[src/shared/stop_coast_pkg.sv]
package stop_coast_pkg;
  // timing
  localparam int unsigned CLK_PERIOD_NS = 40;
  localparam int unsigned TENTH_S_NS = 100000000;
  localparam int unsigned TENTH_S_CYC = TENTH_S_NS / CLK_PERIOD_NS;
  localparam int unsigned PULLIN_UNIT_NS = 10000;
  localparam int unsigned PULLIN_UNIT_CYC = PULLIN_UNIT_NS / CLK_PERIOD_NS;
  // register indices
  localparam logic [4:0] ADDR_CTRL = 5'h00;
  localparam logic [4:0] ADDR_RETRY = 5'h01;
  localparam logic [4:0] ADDR_FLOOR = 5'h02;
  localparam logic [4:0] ADDR_PCUR = 5'h03;
  localparam logic [4:0] ADDR_PDEC = 5'h04;
  localparam logic [4:0] ADDR_STATUS = 5'h05;
  localparam logic [4:0] ADDR_TERM_BASE = 5'h08;
  localparam int unsigned NUM_TERMS = 8;
  // reset values
  localparam logic [15:0] CTRL_RESET = 16'h0000;
  localparam logic [15:0] RETRY_RESET = 16'h000a;
  localparam logic [15:0] FLOOR_RESET = 16'h0000;
  localparam logic [15:0] PCUR_RESET = 16'h0064;
  localparam logic [15:0] PDEC_RESET = 16'h0032;
  localparam logic [7:0] TERM_RESET = 8'h00;
  // codes
  localparam logic [1:0] SRC_KEYPAD = 2'h2;
  localparam logic [1:0] KEY_BOTH = 2'h0;
  localparam logic [1:0] KEY_RESET_ONLY = 2'h2;
  localparam logic [1:0] STOP_DECEL = 2'h0;
  localparam logic [1:0] STOP_COAST = 2'h1;
  localparam logic [1:0] RESTART_ZERO = 2'h0;
  localparam logic [1:0] RESTART_MATCH = 2'h1;
  localparam logic [1:0] RESTART_PULLIN = 2'h2;
  localparam logic [1:0] PSTART_INTERRUPT = 2'h0;
  localparam logic [1:0] PSTART_MAX = 2'h1;
  localparam logic [7:0] FUNC_COAST = 8'h0b;

  // control register layout
  typedef struct packed {
    logic [5:0] unused;
    logic [1:0] pullin_start_freq_select;
    logic [1:0] coast_restart_mode;
    logic [1:0] stop_mode_select;
    logic [1:0] stop_key_select;
    logic [1:0] run_source_select;
  } ctrl_s;

  // register port request
  typedef struct packed {
    logic [4:0] addr;
    logic [15:0] wdata;
    logic we;
    logic re;
  } reg_req_s;

  typedef enum logic [7:0] {
    ST_IDLE = 8'h01,
    ST_RUN = 8'h02,
    ST_DECEL = 8'h04,
    ST_COAST = 8'h08,
    ST_WAIT = 8'h10,
    ST_MATCH = 8'h20,
    ST_PULLIN = 8'h40,
    ST_SPARE = 8'h80
  } state_e;
endpackage

[src/core/stop_and_coast_restart_control.sv]
`timescale 1ns/10ps
module stop_and_coast_restart_control #(
  parameter int unsigned TENTH_CYC = stop_coast_pkg::TENTH_S_CYC
) (
  // clock, reset, enable
  input wire logic core_clk_i,
  input wire logic nrst_i,
  input wire logic en_i,
  // register port
  input wire stop_coast_pkg::reg_req_s reg_req_i,
  output logic [15:0] reg_rdata_o,
  // keypad and terminals
  input wire logic keypad_stop_key_i,
  input wire logic keypad_run_i,
  input wire logic forward_run_command_i,
  input wire logic [7:0] mf_in_i,
  input wire logic trip_i,
  // drive feedback
  input wire logic [15:0] set_freq_i,
  input wire logic [15:0] max_freq_i,
  input wire logic [15:0] base_freq_i,
  input wire logic [15:0] motor_freq_i,
  input wire logic [15:0] out_current_i,
  input wire logic induction_decayed_i,
  input wire logic volt_agree_i,
  input wire logic ramp_tick_i,
  // power stage
  output logic out_enable_o,
  output logic [15:0] out_freq_o,
  output logic [15:0] current_limit_o,
  output logic trip_reset_o,
  output logic [7:0] state_o
);
  import stop_coast_pkg::*;

  ctrl_s ctrl_q;
  logic [15:0] retry_q, floor_q, pcur_q, pdec_q, rdata_q;
  logic [7:0] term_func_q [NUM_TERMS];
  state_e state_q, state_d;
  logic [15:0] freq_q, freq_d, saved_freq_q;
  logic [31:0] tick_q;
  logic [15:0] tenth_q;
  logic [23:0] pstep_q;
  logic key_prev_q, run_latch_q, run_prev_q, stop_hold_q, coast_prev_q;
  logic trip_reset_q;

  // register decode
  wire is_term = reg_req_i.addr[4:3] == ADDR_TERM_BASE[4:3];
  wire [2:0] term_idx = reg_req_i.addr[2:0];

  // terminal function match, code 11 on any terminal
  logic [NUM_TERMS-1:0] coast_hit;
  genvar g;
  generate
    for (g = 0; g < NUM_TERMS; g++) begin : g_term
      assign coast_hit[g] = mf_in_i[g] && term_func_q[g] == FUNC_COAST;
    end
  endgenerate
  wire coast_in = |coast_hit;

  // command source and key permissions
  wire src_keypad = ctrl_q.run_source_select == SRC_KEYPAD;
  wire key_edge = keypad_stop_key_i && !key_prev_q;
  wire key_stop_en = src_keypad || ctrl_q.stop_key_select == KEY_BOTH;
  wire key_reset_en = src_keypad || ctrl_q.stop_key_select == KEY_BOTH
                      || ctrl_q.stop_key_select == KEY_RESET_ONLY;
  wire key_stop = key_edge && key_stop_en;
  wire key_reset = key_edge && key_reset_en && trip_i;
  wire run_raw = src_keypad ? run_latch_q : forward_run_command_i;
  wire run_cmd = run_raw && !stop_hold_q;
  wire run_rise = run_cmd && !run_prev_q;
  wire coast_release = coast_prev_q && !coast_in;

  // retry wait and pull-in step timers
  wire wait_done = tenth_q >= retry_q;
  wire [23:0] pstep_lim = 24'(pdec_q) * 24'(PULLIN_UNIT_CYC);
  wire pstep_due = pstep_q >= pstep_lim;
  wire cur_over = out_current_i >= pcur_q;
  wire [15:0] half_base = base_freq_i >> 1;
  wire match_low = motor_freq_i <= floor_q || motor_freq_i <= half_base
                   || induction_decayed_i;

  // pull-in starting frequency
  logic [15:0] pull_start;
  always_comb begin
    case (ctrl_q.pullin_start_freq_select)
      PSTART_INTERRUPT: pull_start = saved_freq_q;
      PSTART_MAX: pull_start = max_freq_i;
      default: pull_start = set_freq_i;
    endcase
  end

  // restart trigger out of coasting
  wire restart_go = run_cmd && !coast_in
                    && (run_rise || key_reset
                        || (coast_release && !src_keypad));

  // sequencing
  always_comb begin
    state_d = state_q;
    freq_d = freq_q;
    case (state_q)
      ST_IDLE: begin
        if (coast_in) begin
          state_d = ST_COAST;
        end else if (run_cmd) begin
          state_d = ST_RUN;
          freq_d = 16'h0000;
        end
      end
      ST_RUN: begin
        if (coast_in) begin
          state_d = ST_COAST;
        end else if (!run_cmd) begin
          if (ctrl_q.stop_mode_select == STOP_COAST) begin
            state_d = ST_COAST;
          end else begin
            state_d = ST_DECEL;
          end
        end else if (ramp_tick_i && freq_q < set_freq_i) begin
          freq_d = freq_q + 16'h0001;
        end else if (ramp_tick_i && freq_q > set_freq_i) begin
          freq_d = freq_q - 16'h0001;
        end
      end
      ST_DECEL: begin
        if (coast_in) begin
          state_d = ST_COAST;
        end else if (run_cmd) begin
          state_d = ST_RUN;
        end else if (freq_q == 16'h0000) begin
          state_d = ST_IDLE;
        end else if (ramp_tick_i) begin
          freq_d = freq_q - 16'h0001;
        end
      end
      ST_COAST: begin
        freq_d = 16'h0000;
        if (restart_go) begin
          if (ctrl_q.coast_restart_mode == RESTART_ZERO) begin
            state_d = ST_RUN;
          end else begin
            state_d = ST_WAIT;
          end
        end else if (coast_release && src_keypad) begin
          state_d = ST_IDLE;
        end
      end
      ST_WAIT: begin
        if (coast_in || !run_cmd) begin
          state_d = ST_COAST;
        end else if (wait_done) begin
          if (ctrl_q.coast_restart_mode == RESTART_MATCH) begin
            state_d = ST_MATCH;
          end else if (ctrl_q.coast_restart_mode == RESTART_PULLIN) begin
            state_d = ST_PULLIN;
            freq_d = pull_start;
          end else begin
            state_d = ST_RUN;
          end
        end
      end
      ST_MATCH: begin
        state_d = ST_RUN;
        freq_d = match_low ? 16'h0000 : motor_freq_i;
      end
      ST_PULLIN: begin
        if (coast_in || !run_cmd) begin
          state_d = ST_COAST;
        end else if (volt_agree_i) begin
          state_d = ST_RUN;
        end else if (pstep_due && !cur_over && freq_q != 16'h0000) begin
          freq_d = freq_q - 16'h0001;
        end
      end
      default: begin
        state_d = ST_IDLE;
        freq_d = 16'h0000;
      end
    endcase
  end

  // state, frequency and saved interruption frequency
  always_ff @(posedge core_clk_i) begin
    if (!nrst_i) begin
      state_q <= ST_IDLE;
      freq_q <= 16'h0000;
      saved_freq_q <= 16'h0000;
    end else if (en_i) begin
      state_q <= state_d;
      freq_q <= freq_d;
      if (state_d == ST_COAST && state_q != ST_COAST) begin
        saved_freq_q <= freq_q;
      end
    end
  end

  // retry wait counter, runs only in wait
  always_ff @(posedge core_clk_i) begin
    if (!nrst_i) begin
      tick_q <= 32'h00000000;
      tenth_q <= 16'h0000;
    end else if (en_i) begin
      if (state_q != ST_WAIT) begin
        tick_q <= 32'h00000000;
        tenth_q <= 16'h0000;
      end else if (tick_q >= TENTH_CYC - 1) begin
        tick_q <= 32'h00000000;
        tenth_q <= tenth_q + 16'h0001;
      end else begin
        tick_q <= tick_q + 32'h00000001;
      end
    end
  end

  // pull-in step pacing
  always_ff @(posedge core_clk_i) begin
    if (!nrst_i) begin
      pstep_q <= 24'h000000;
    end else if (en_i) begin
      if (state_q != ST_PULLIN || pstep_due) begin
        pstep_q <= 24'h000000;
      end else begin
        pstep_q <= pstep_q + 24'h000001;
      end
    end
  end

  // input edges, keypad run latch, stop hold
  always_ff @(posedge core_clk_i) begin
    if (!nrst_i) begin
      key_prev_q <= 1'b0;
      run_latch_q <= 1'b0;
      run_prev_q <= 1'b0;
      stop_hold_q <= 1'b0;
      coast_prev_q <= 1'b0;
      trip_reset_q <= 1'b0;
    end else if (en_i) begin
      key_prev_q <= keypad_stop_key_i;
      run_prev_q <= run_cmd;
      coast_prev_q <= coast_in;
      trip_reset_q <= key_reset;
      if (keypad_run_i) begin
        run_latch_q <= 1'b1;
      end else if (key_stop || (coast_release && src_keypad)) begin
        run_latch_q <= 1'b0;
      end
      if (key_stop) begin
        stop_hold_q <= 1'b1;
      end else if (!run_raw || keypad_run_i) begin
        stop_hold_q <= 1'b0;
      end
    end
  end

  // register writes
  always_ff @(posedge core_clk_i) begin
    if (!nrst_i) begin
      ctrl_q <= CTRL_RESET;
      retry_q <= RETRY_RESET;
      floor_q <= FLOOR_RESET;
      pcur_q <= PCUR_RESET;
      pdec_q <= PDEC_RESET;
    end else if (en_i && reg_req_i.we) begin
      case (reg_req_i.addr)
        ADDR_CTRL: ctrl_q <= {6'h00, reg_req_i.wdata[9:0]};
        ADDR_RETRY: retry_q <= reg_req_i.wdata;
        ADDR_FLOOR: floor_q <= reg_req_i.wdata;
        ADDR_PCUR: pcur_q <= reg_req_i.wdata;
        ADDR_PDEC: pdec_q <= reg_req_i.wdata;
        default: ;
      endcase
    end
  end

  // terminal function registers
  generate
    for (g = 0; g < NUM_TERMS; g++) begin : g_func
      always_ff @(posedge core_clk_i) begin
        if (!nrst_i) begin
          term_func_q[g] <= TERM_RESET;
        end else if (en_i && reg_req_i.we && is_term && term_idx == g) begin
          term_func_q[g] <= reg_req_i.wdata[7:0];
        end
      end
    end
  endgenerate

  // read mux
  logic [15:0] rmux;
  always_comb begin
    rmux = 16'h0000;
    if (is_term) begin
      rmux = {8'h00, term_func_q[term_idx]};
    end else begin
      case (reg_req_i.addr)
        ADDR_CTRL: rmux = ctrl_q;
        ADDR_RETRY: rmux = retry_q;
        ADDR_FLOOR: rmux = floor_q;
        ADDR_PCUR: rmux = pcur_q;
        ADDR_PDEC: rmux = pdec_q;
        ADDR_STATUS: rmux = {7'h00, out_enable_o, state_q};
        default: rmux = 16'h0000;
      endcase
    end
  end

  // read data one cycle later
  always_ff @(posedge core_clk_i) begin
    if (!nrst_i) begin
      rdata_q <= 16'h0000;
    end else if (en_i) begin
      rdata_q <= reg_req_i.re ? rmux : 16'h0000;
    end
  end

  // outputs
  assign out_enable_o = state_q == ST_RUN || state_q == ST_DECEL
                        || state_q == ST_PULLIN;
  assign out_freq_o = freq_q;
  assign current_limit_o = pcur_q;
  assign trip_reset_o = trip_reset_q;
  assign state_o = state_q;
  assign reg_rdata_o = rdata_q;
endmodule

[config.mk]
export PLATFORM = sky130hd
export DESIGN_NAME = stop_and_coast_restart_control
export DESIGN_NICKNAME = d
export VERILOG_FILES = /design/src/shared/stop_coast_pkg.sv /design/src/core/stop_and_coast_restart_control.sv
export SDC_FILE = /design/constraint.sdc
export NUM_CORES = 1
export LEC_CHECK = 0
export ABC_CLOCK_PERIOD_IN_PS = 8300
export BUFFER_PORTS_ARGS = -buffer_cell sky130_fd_sc_hd__buf_2
export CAP_MARGIN = 20
export CORE_ASPECT_RATIO = 2
export CORE_MARGIN = 2
export CORE_UTILIZATION = 40
export CTS_CLUSTER_SIZE = 30
export DETAILED_ROUTE_END_ITERATION = 10
export PLACE_DENSITY_LB_ADDON = 0.12
export SYNTH_ARGS = -nofsm -noshare
export SYNTH_HDL_FRONTEND = slang
export SYNTH_SLANG_ARGS = --single-unit
[constraint.sdc]
create_clock -name core_clk_i -period 8.3 [get_ports core_clk_i]
set_input_delay 1.245 -clock core_clk_i [delete_from_list [all_inputs] [get_ports core_clk_i]]
set_output_delay 1.245 -clock core_clk_i [all_outputs]
set_load 0.01 [all_outputs]
Word level (Yosys, flattened, before mapping)
Memories as Yosys holds them, arrays and structs flattened.
Index checks and enable logic that the tools add are counted.
- $add $sub $neg: 5
- multipliers: 1
- magnitude comparators: 8
- equal/unequal tests: 54
- mux-type cells: 84
- bitwise gates (word level): 8
- reduce and logical (&&, ||, !) cells: 75
- operators by type and width (kind ; count):
    two-way mux 16 bit ; 22
    one-hot mux 16 bit (6 select lines) ; 2
    two-way mux 8 bit ; 21
    equality test 8 x 4 -> 1 bit (second input constant) ; 10
    two-way mux 32 bit ; 2
    one-hot mux 8 bit (7 select lines) ; 1
    logical AND 1 bit ; 34
    adder 16 x 1 -> 16 bit (second input constant) ; 2
    adder 32 x 1 -> 32 bit (second input constant) ; 1
    greater-or-equal comparator 16 bit ; 2
    greater-or-equal comparator 32 x 22 -> 1 bit (second input constant) ; 1
    one-hot mux 16 bit (2 select lines) ; 1
    two-way mux 1 bit ; 30
    inequality test 2 bit (second input constant) ; 15
    adder 24 x 1 -> 24 bit (second input constant) ; 1
    greater-or-equal comparator 24 bit ; 1
    two-way mux 24 bit ; 1
    multiplier 16 x 7 -> 23 bit (second input constant) ; 1
    AND reduction 2 bit ; 9
    AND reduction 17 bit ; 1
    greater-than comparator 16 bit ; 1
    less-or-equal comparator 16 x 15 -> 1 bit ; 1
    less-or-equal comparator 16 bit ; 1
    logical NOT 16 bit ; 1
    other kinds (32) ; 73
- bits in registers: 208
- RAM bits: 64
- input bits: 121
- output and inout bits: 58
- logic and storage cells: 258
- memories: 1
- memory list (name ; depth ; width ; rd ports ; clocked after memory_dff ; write ports ; line ; source):
    term_func_q ; 8 ; 8 ; 9 ; 0 ; 8 ; stop_and_coast_restart_control.sv:38 ; logic [7:0] term_func_q [NUM_TERMS];

Longest topological paths before layout
Gate-level depths: netlist of the first run.
An unclocked memory read counts as a cell.
- depth in word-level cells: 14
- mapped depth: 26
- gate-level depth less buffers: 25

Worst setup path before layout of the first run
OpenSTA, ideal clock, no wires.
- path kind: reg2reg
- start: register pdec_q[2]
- end: register freq_q[8] (netlist: out_freq_o[8])
- setup time: 0.086 ns
- arrival: 6.010 ns
- data required time: 8.214 ns
- path slack: 2.203 ns
- stages on the path, launching flop included: 22
- clock period less this slack: 6.097 ns
- cells stage by stage: dfxtp_1 -> inv_1 -> fa_1 -> fa_1 -> fa_1 -> fa_1 -> inv_1 -> ha_1 -> or4_1 -> o22ai_1 -> o211a_1 -> a2111o_1 -> a31oi_1 -> or4_1 -> and3_1 -> ha_1 -> nand4_1 -> o211ai_1 -> inv_1 -> a21o_1 -> a2111o_1 -> a221oi_2
- longest elaborated chain between the ends: 6
- RTL lines (item ; line ; source):
    start, declared ; stop_and_coast_restart_control.sv:37 ; logic [15:0] retry_q, floor_q, pcur_q, pdec_q, rdata_q;
    start signal, assigned ; stop_and_coast_restart_control.sv:270 ; ADDR_PDEC: pdec_q <= reg_req_i.wdata;
    multiplier 16 x 7 -> 23 bit ; stop_and_coast_restart_control.sv:76 ; wire [23:0] pstep_lim = 24'(pdec_q) * 24'(PULLIN_UNIT_CYC);
    greater-or-equal comparator 24 bit ; stop_and_coast_restart_control.sv:77 ; wire pstep_due = pstep_q >= pstep_lim;
    logical AND 1 bit (2 in a row) ; stop_and_coast_restart_control.sv:172 ; end else if (pstep_due && !cur_over && freq_q != 16'h0000) begin
    inequality test 2 bit (no line) ; n/a ;
    AND reduction 17 bit (no line) ; n/a ;
    end signal, assigned ; stop_and_coast_restart_control.sv:191 ; freq_q <= freq_d;
    end, declared ; stop_and_coast_restart_control.sv:40 ; logic [15:0] freq_q, freq_d, saved_freq_q;
No other way between the ends.
A chain may end at the register's enable or synchronous reset.

Worst setup path after layout of the first run
- start: register pdec_q[1]
- end: register freq_q[8] (netlist: out_freq_o[8])
Same word-level chain as after synthesis.

==> metrics.txt, run 1 <==
detailed-route via count 16.6k; main combinational cell family by area after synthesis simple AND/OR/NAND/NOR gates; I/O pins 179; Slew Viols, Final 0; synthesized flop and latch total 272; Register Area 6090 um2; worst skew pair latency 0.58 ns; outcome finished clean; Die Width 156 um; GRT Total Usage 25.7%; Mapped Cells 2,142; ratio of cells with drive above 1 in the final layout 13.7%; CTS tree done; Worst Path Required 8.80 ns; Top Registers term_func_q (64), tick_q (32), pstep_q (24); Wirelength per Cell 21.8 um; Via density 5.78; Worst-Margin Slew 1.13 ns; CORE AREA 45,800 um2; Synth Flop Type dfxtp_1; routability cong. 0.934; CTS Hold Bufs 0; Die Area 48,300 um2; Finished Layout Cells 2,872; R2R depth 21; Netlist cell types 82; Min-Delay Path Depth 2; largest net degree at the start of global routing 85; Initial Utilization 40.6%; Hold Crit Start reg_rdata_o[1]; Port Buffer Count 177; Synth Area in Compound Gates 15.2%; Max-slew headroom 23.9%; aggregate global routing overflow 0; Layout Nets 2,622; Post-Synth Adder-Cell Area 16.7%; total clock buffers created by CTS 27; First-pass DRT Iterations 5; unrepaired setup endpoints after global routing false; Max-cap violations 0; synth warn 0; fin crit share 86.2%; # setup viols final 0; clock sink count 272; final WL 62.7 mm; Mapped Nets 2,479; DRC violations left 0; Pwr Density 146 nW/um2; Hold Path Sink reg_rdata_o[1]; detailed placement HPWL 49.1 mm; vias in the first global route 16.9k; Clock Root Buffer clkbuf_16; number of flops mapped to enable cells by yosys 64; fraction of registers with async set/reset 0%; first-pass GRT wire length 94.9 mm; row cnt 111; XOR/XNOR Fraction of Synth Area 3.39%; Max Root-Sink Buffers 3; Multi-input gate area 11,500 um2; Mapped Avg Cell Area 8.68 um2; post-synthesis simple-gate area fraction 20.9%; H-tree depth 1; sequential fraction of the synthesis area 32.7%; mapped cell area 18,600 um2; Area Overhead vs Synth 13.2%; Fin. Hold Viols 0; Fillers 4,478; Layout Skew 0.0385 ns; reg-to-reg critical path endpoint out_freq_o[8]; Antenna Nets Post-Route 0; setup TNS 0 ns; Critical Path End Type flip-flop; Max VDD drop 0.000144 V; DRT iter0 DRCs 936; number of flip-flops in the largest register 64; Setup CP Type reg -> reg; mux contribution to synthesized area 5.17%; leakage power 8.40 nW; Post-CTS Setup Bufs 0; final critical-path required period 7.16 ns; Hold Path Class reg -> reg; highest clock rate 140 MHz; CP Launch Type flip-flop; antenna violations before repair 0; cts repair resizes 0; worst reg2reg setup slack 1.14 ns; Die H 309 um; CP arrival 7.66 ns; largest reg by FF count term_func_q; Clk pin slew, worst setup/hold paths 0.07 ns; worst-path fanout max 16; reg-to-reg startpoint pdec_q[1]; dpl cells 2,815
worst max-delay path: stages, from the launching register on:
cell,delay [ns]
dfxtp_1,0.47
inv_1,0.22
fa_1,0.62
fa_1,0.46
fa_1,0.51
fa_1,0.52
inv_1,0.05
ha_1,0.23
or4_1,0.54
o22ai_1,0.29
o211a_1,0.28
a2111o_1,0.18
a31oi_1,0.15
or4_1,0.43
and3_1,0.18
ha_1,0.28
nand4_1,0.12
nor2_1,0.14
o21ai_0,0.17
a21o_1,0.48
a2111o_1,0.52
a221oi_2,0.25
power breakdown:
group / total (mW) / switching, mW / internal, mW
clock network: 1.32 / 0.560 / 0.761
logic: 0.358 / 0.225 / 0.133
registers: 1.40 / 0.0214 / 1.38
total: 3.08 / 0.806 / 2.27
worst max path at each step:
stage / endpoint / from / depth (start not counted) / slack [ns]
floorplan: out_freq_o[8] / pdec_q[2] / 21 / 2.20
global placement: out_freq_o[1] / pdec_q[1] / 21 / 1.24
detailed placement: out_freq_o[1] / pdec_q[1] / 21 / 1.12
CTS: out_freq_o[8] / pdec_q[2] / 21 / 1.13
global route: out_freq_o[8] / pdec_q[2] / 21 / 0.71
finish: out_freq_o[8] / pdec_q[1] / 21 / 1.14
synthesized netlist by cell type, types with 36 or more instances:
cell	instances	area share, %
nand4_1	39	1.3
nand3_1	50	1.3
mux2i_1	50	2.7
a22oi_1	37	1.5
nand2_1	254	5.1
a21oi_1	177	4.8
o21ai_0	36	0.97
nor2_1	145	2.9
xor2_1	48	2.3
nor3_1	70	1.9
clkbuf_1	84	1.7
inv_1	186	3.8
edfxtp_1	64	10
ha_1	162	11
and2_1	68	2.3
dfxtp_1	208	22
fa_1	54	5.8
kinds of logic (layout without fill, tap and decap cells):
group	after synthesis	count (layout)
flops	272	272
buf+inv	284	448
fa+ha+maj	216	216
compound gates	437	437
other cells	0	1
mux	75	75
xor+xnor	72	72
simple gates	786	786
stage by stage:
step           util (%)  area, um2  power (mW)  worst slack, ns  hold WS (ns)
6_report           45.9      21100        3.08             1.14         0.462
5_1_grt            45.9      21000        3.18            0.712         0.497
4_1_cts            45.8      21000        3.10             1.13         0.469
3_5_place_dp       43.8      20100        1.78             1.12         0.459
3_3_place_gp       43.7      20000        1.78             1.24         0.453
2_1_floorplan         -      18600        1.64             2.20         0.446
cell usage in the layout (no fill, tap or decap), types with 27 or more instances in the layout:
cell type and count:
buf_4 28, ha_1 162, clkbuf_16 27, dfxtp_1 208, a22oi_1 37, o21ai_0 36, fa_1 54, xor2_1 48
edfxtp_1 64, a21oi_1 175, nand2b_1 31, nand2_1 254, nor2_1 145, nand3_1 50, mux2i_1 50, and2_1 68
nor3_1 66, buf_2 179, inv_1 186, nand4_1 39
area by class of cell:
class | instances | share of cell area, %
multi-input combinational | 1586 | 54.5
timing repair buffer | 211 | 5.45
clock buffer | 36 | 3.56
sequential | 272 | 28.9
inverter | 187 | 3.35
tap | 565 | 3.36
antenna | 1 | 0.0119
clock inverter | 14 | 0.874
per-layer routing:
| layer | global-route usage, % | vias to the layer above | wire length, um |
|---|---|---|---|
| met5 | 0 | - | 0 |
| met4 | 14.8 | 0 | 4030 |
| met3 | 2.58 | 182 | 2620 |
| met2 | 51.2 | 532 | 34700 |
| met1 | 25.1 | 8011 | 21400 |
| li1 | - | 7885 | - |
(Power assumes the default switching activity.)
==> run 2, diff against run 1 <==
--- a/config.mk
+++ b/config.mk
@@ -10,10 +10,11 @@
 export CAP_MARGIN = 20
 export CORE_ASPECT_RATIO = 2
 export CORE_MARGIN = 2
-export CORE_UTILIZATION = 40
+export CORE_UTILIZATION = 30
 export CTS_CLUSTER_SIZE = 30
 export DETAILED_ROUTE_END_ITERATION = 10
 export PLACE_DENSITY_LB_ADDON = 0.12
+export RECOVER_POWER = 100
 export SYNTH_ARGS = -nofsm -noshare
 export SYNTH_HDL_FRONTEND = slang
 export SYNTH_SLANG_ARGS = --single-unit
==> run 2 against run 1 <==
The run now ends with max-capacitance violations, max-slew violations left. Sequential power is essentially flat. Clock power is essentially flat. Global-route usage shrank 5.2 points. Via count shrank 1.8%. Wire length grew 7.2%. Highest routed layer is now met5. Clock skew shrank 0.018 ns. Critical path type unchanged.
==> metrics.txt, run 2 (synthesis results as in run 1) <==
most frequent cells in the layout 254 x nand2_1, 208 x dfxtp_1, 186 x inv_1, 177 x a21oi_1, 162 x ha_1; Worst Path Required 8.79 ns (about the same); I/O pins 179 (unchanged); Slew Viols, Final 74 (+74); setup TNS 0 ns (unchanged); DRT iter0 DRCs 900 (-3.8%); row cnt 129 (+16%); pre-CTS setup slack 1.14 ns (+0.0130 ns); Hold Path Class reg -> reg; CP startpoint pdec_q[2]; antenna violations before repair 3 (+3); Critical Path End Type flip-flop; final WL 67.2 mm (+7.2%); leakage power 8.08 nW (-3.8%); Clock Root Buffer clkbuf_16; routability cong. 0.892 (-4.5%); CP Launch Type flip-flop; Hold Crit Start reg_rdata_o[0]; fin crit share 89.7% (+3.5 points); GRT Total Usage 20.5% (-5.2 points); Layout Nets 2,628 (+0.23%); Hold Worst Slack 0.470 ns (+0.00722 ns); number of flip-flops in the largest register 64 (unchanged); Antenna Nets Post-Route 0 (unchanged); Max VDD drop 0.000151 V (+4.4%); Max-slew headroom -71.3% (-95 points); CTS tree done; Die H 356 um (+15%); detailed-route via count 16.3k (-1.8%); Setup CP Type reg -> reg; vias in the first global route 16.9k (-0.34%); Worst-Margin Slew 2.57 ns (+1.44 ns); failing checks max-capacitance violations, max-slew violations; Die Area 64,100 um2 (+33%); Layout Skew 0.0205 ns (-0.0180 ns); Area Overhead vs Synth 13.9%; H-tree depth 1 (unchanged); CP arrival 7.94 ns (+0.28 ns); Initial Utilization 30.2% (-10 points); Post-CTS Setup Bufs 0 (unchanged); unrepaired setup endpoints after global routing false; First-pass DRT Iterations 5 (unchanged); outcome finished with violations; aggregate global routing overflow 0 (unchanged); final critical-path required period 7.45 ns (+0.290 ns); worst-path fanout max 13 (-3); cts repair resizes 0 (unchanged); Via density 5.26 (-9.0%); largest reg by FF count term_func_q; Pwr Density 145 nW/um2 (-0.57%); Max-cap violations 2 (+2); Wirelength per Cell 21.7 um (-0.67%); commonest non-fill, non-tap cell in the layout nand2_1; detailed placement HPWL 53.1 mm (+8.2%); Die Width 180 um (+15%); Top Registers term_func_q (64), tick_q (32), pstep_q (24); Port Buffer Count 177 (unchanged); total clock buffers created by CTS 28 (+3.7%); # setup viols final 0 (unchanged); clock sink count 272 (unchanged); Worst Setup Slack, final 0.852 ns (-0.290 ns); Fin. Hold Viols 0 (unchanged); ratio of cells with drive above 1 in the final layout 10.4% (-3.2 points); largest net degree at the start of global routing 60 (-29%); DRC violations left 0 (unchanged); Clk pin slew, worst setup/hold paths 0.07 ns (about the same); Max Root-Sink Buffers 3 (unchanged); reg-to-reg startpoint pdec_q[2]; first-pass GRT wire length 101 mm (+6.4%); CTS Hold Bufs 0 (unchanged); worst skew pair latency 0.61 ns (+0.03 ns); CORE AREA 61,700 um2 (+35%); highest clock rate 134 MHz (-3.9%)
[run 2: cell count changes in the layout (fill, tap and decap cells not counted), sizes merged]
cell,before,now
diode,1,2
buf,209,140
clkinvlp,3,1
bufinv,4,1
clkbuf,38,115
clkinv,5,9
inv,189,187
[run 2: final timing paths]
path | endpoint | slack (ns) | depth (start not counted)
worst min-delay path | reg_rdata_o[0] | 0.47 | 2
worst min register to register | reg_rdata_o[0] | 0.47 | 2
worst max register to register | out_freq_o[11] | 0.85 | 22
worst max-delay path | out_freq_o[11] | 0.85 | 22
[run 2: metal layers]
layer  GRT usage (%)  share of wire [%]  vias to the layer above
li1                -                  -                     7882
met1            20.3                 35                     7864
met2            40.3                 54                      421
met3            2.60                4.3                      145
met4            12.3                6.6                        2
met5               0              0.018                        -
[run 2: critical path, cell delays in order (launching register included)]
cell	delay [ns]
dfxtp_1	0.50
inv_1	0.17
fa_1	0.55
fa_1	0.45
fa_1	0.50
fa_1	0.52
inv_1	0.04
ha_1	0.23
or4_1	0.53
o22ai_1	0.29
o211a_1	0.29
a2111o_1	0.20
a31oi_1	0.15
or4_1	0.43
and3_1	0.21
ha_1	0.30
nand4_1	0.14
nor2_1	0.22
o21ai_0	0.21
a21oi_1	0.46
nand3_1	0.15
clkbuf_1	0.39
o32ai_1	0.40
[run 2: area by class of cell]
| cell class | count | area, um2 |
|---|---|---|
| multi-input cells | 1586 | 11400 |
| repair buffers | 216 | 1030 |
| well taps | 786 | 983 |
| clock inverters | 11 | 115 |
| diodes | 2 | 5.00 |
| clock buffers | 39 | 822 |
| inverters | 187 | 704 |
| flip-flops and latches | 272 | 6090 |
| fillers | 6526 | 40500 |
[run 2: report_power, final]
group	internal, mW	total [mW]	leakage (nW)	switching [mW]
Clock	0.725	1.33	0.464	0.600
Combinational	0.130	0.353	5.33	0.223
Sequential	1.38	1.40	2.29	0.0245
Total	2.23	3.08	8.08	0.847
[run 2: metrics by stage]
stage	instances	cell area, um2	utilization [%]	power (mW)
after floorplan	2142	18600	-	1.64
after global placement	3042	20400	33.1	1.78
after detailed placement	3044	20400	33.1	1.79
after CTS	3094	21300	34.6	3.13
after global routing	3098	21200	34.4	3.21
final	3099	21200	34.4	3.08
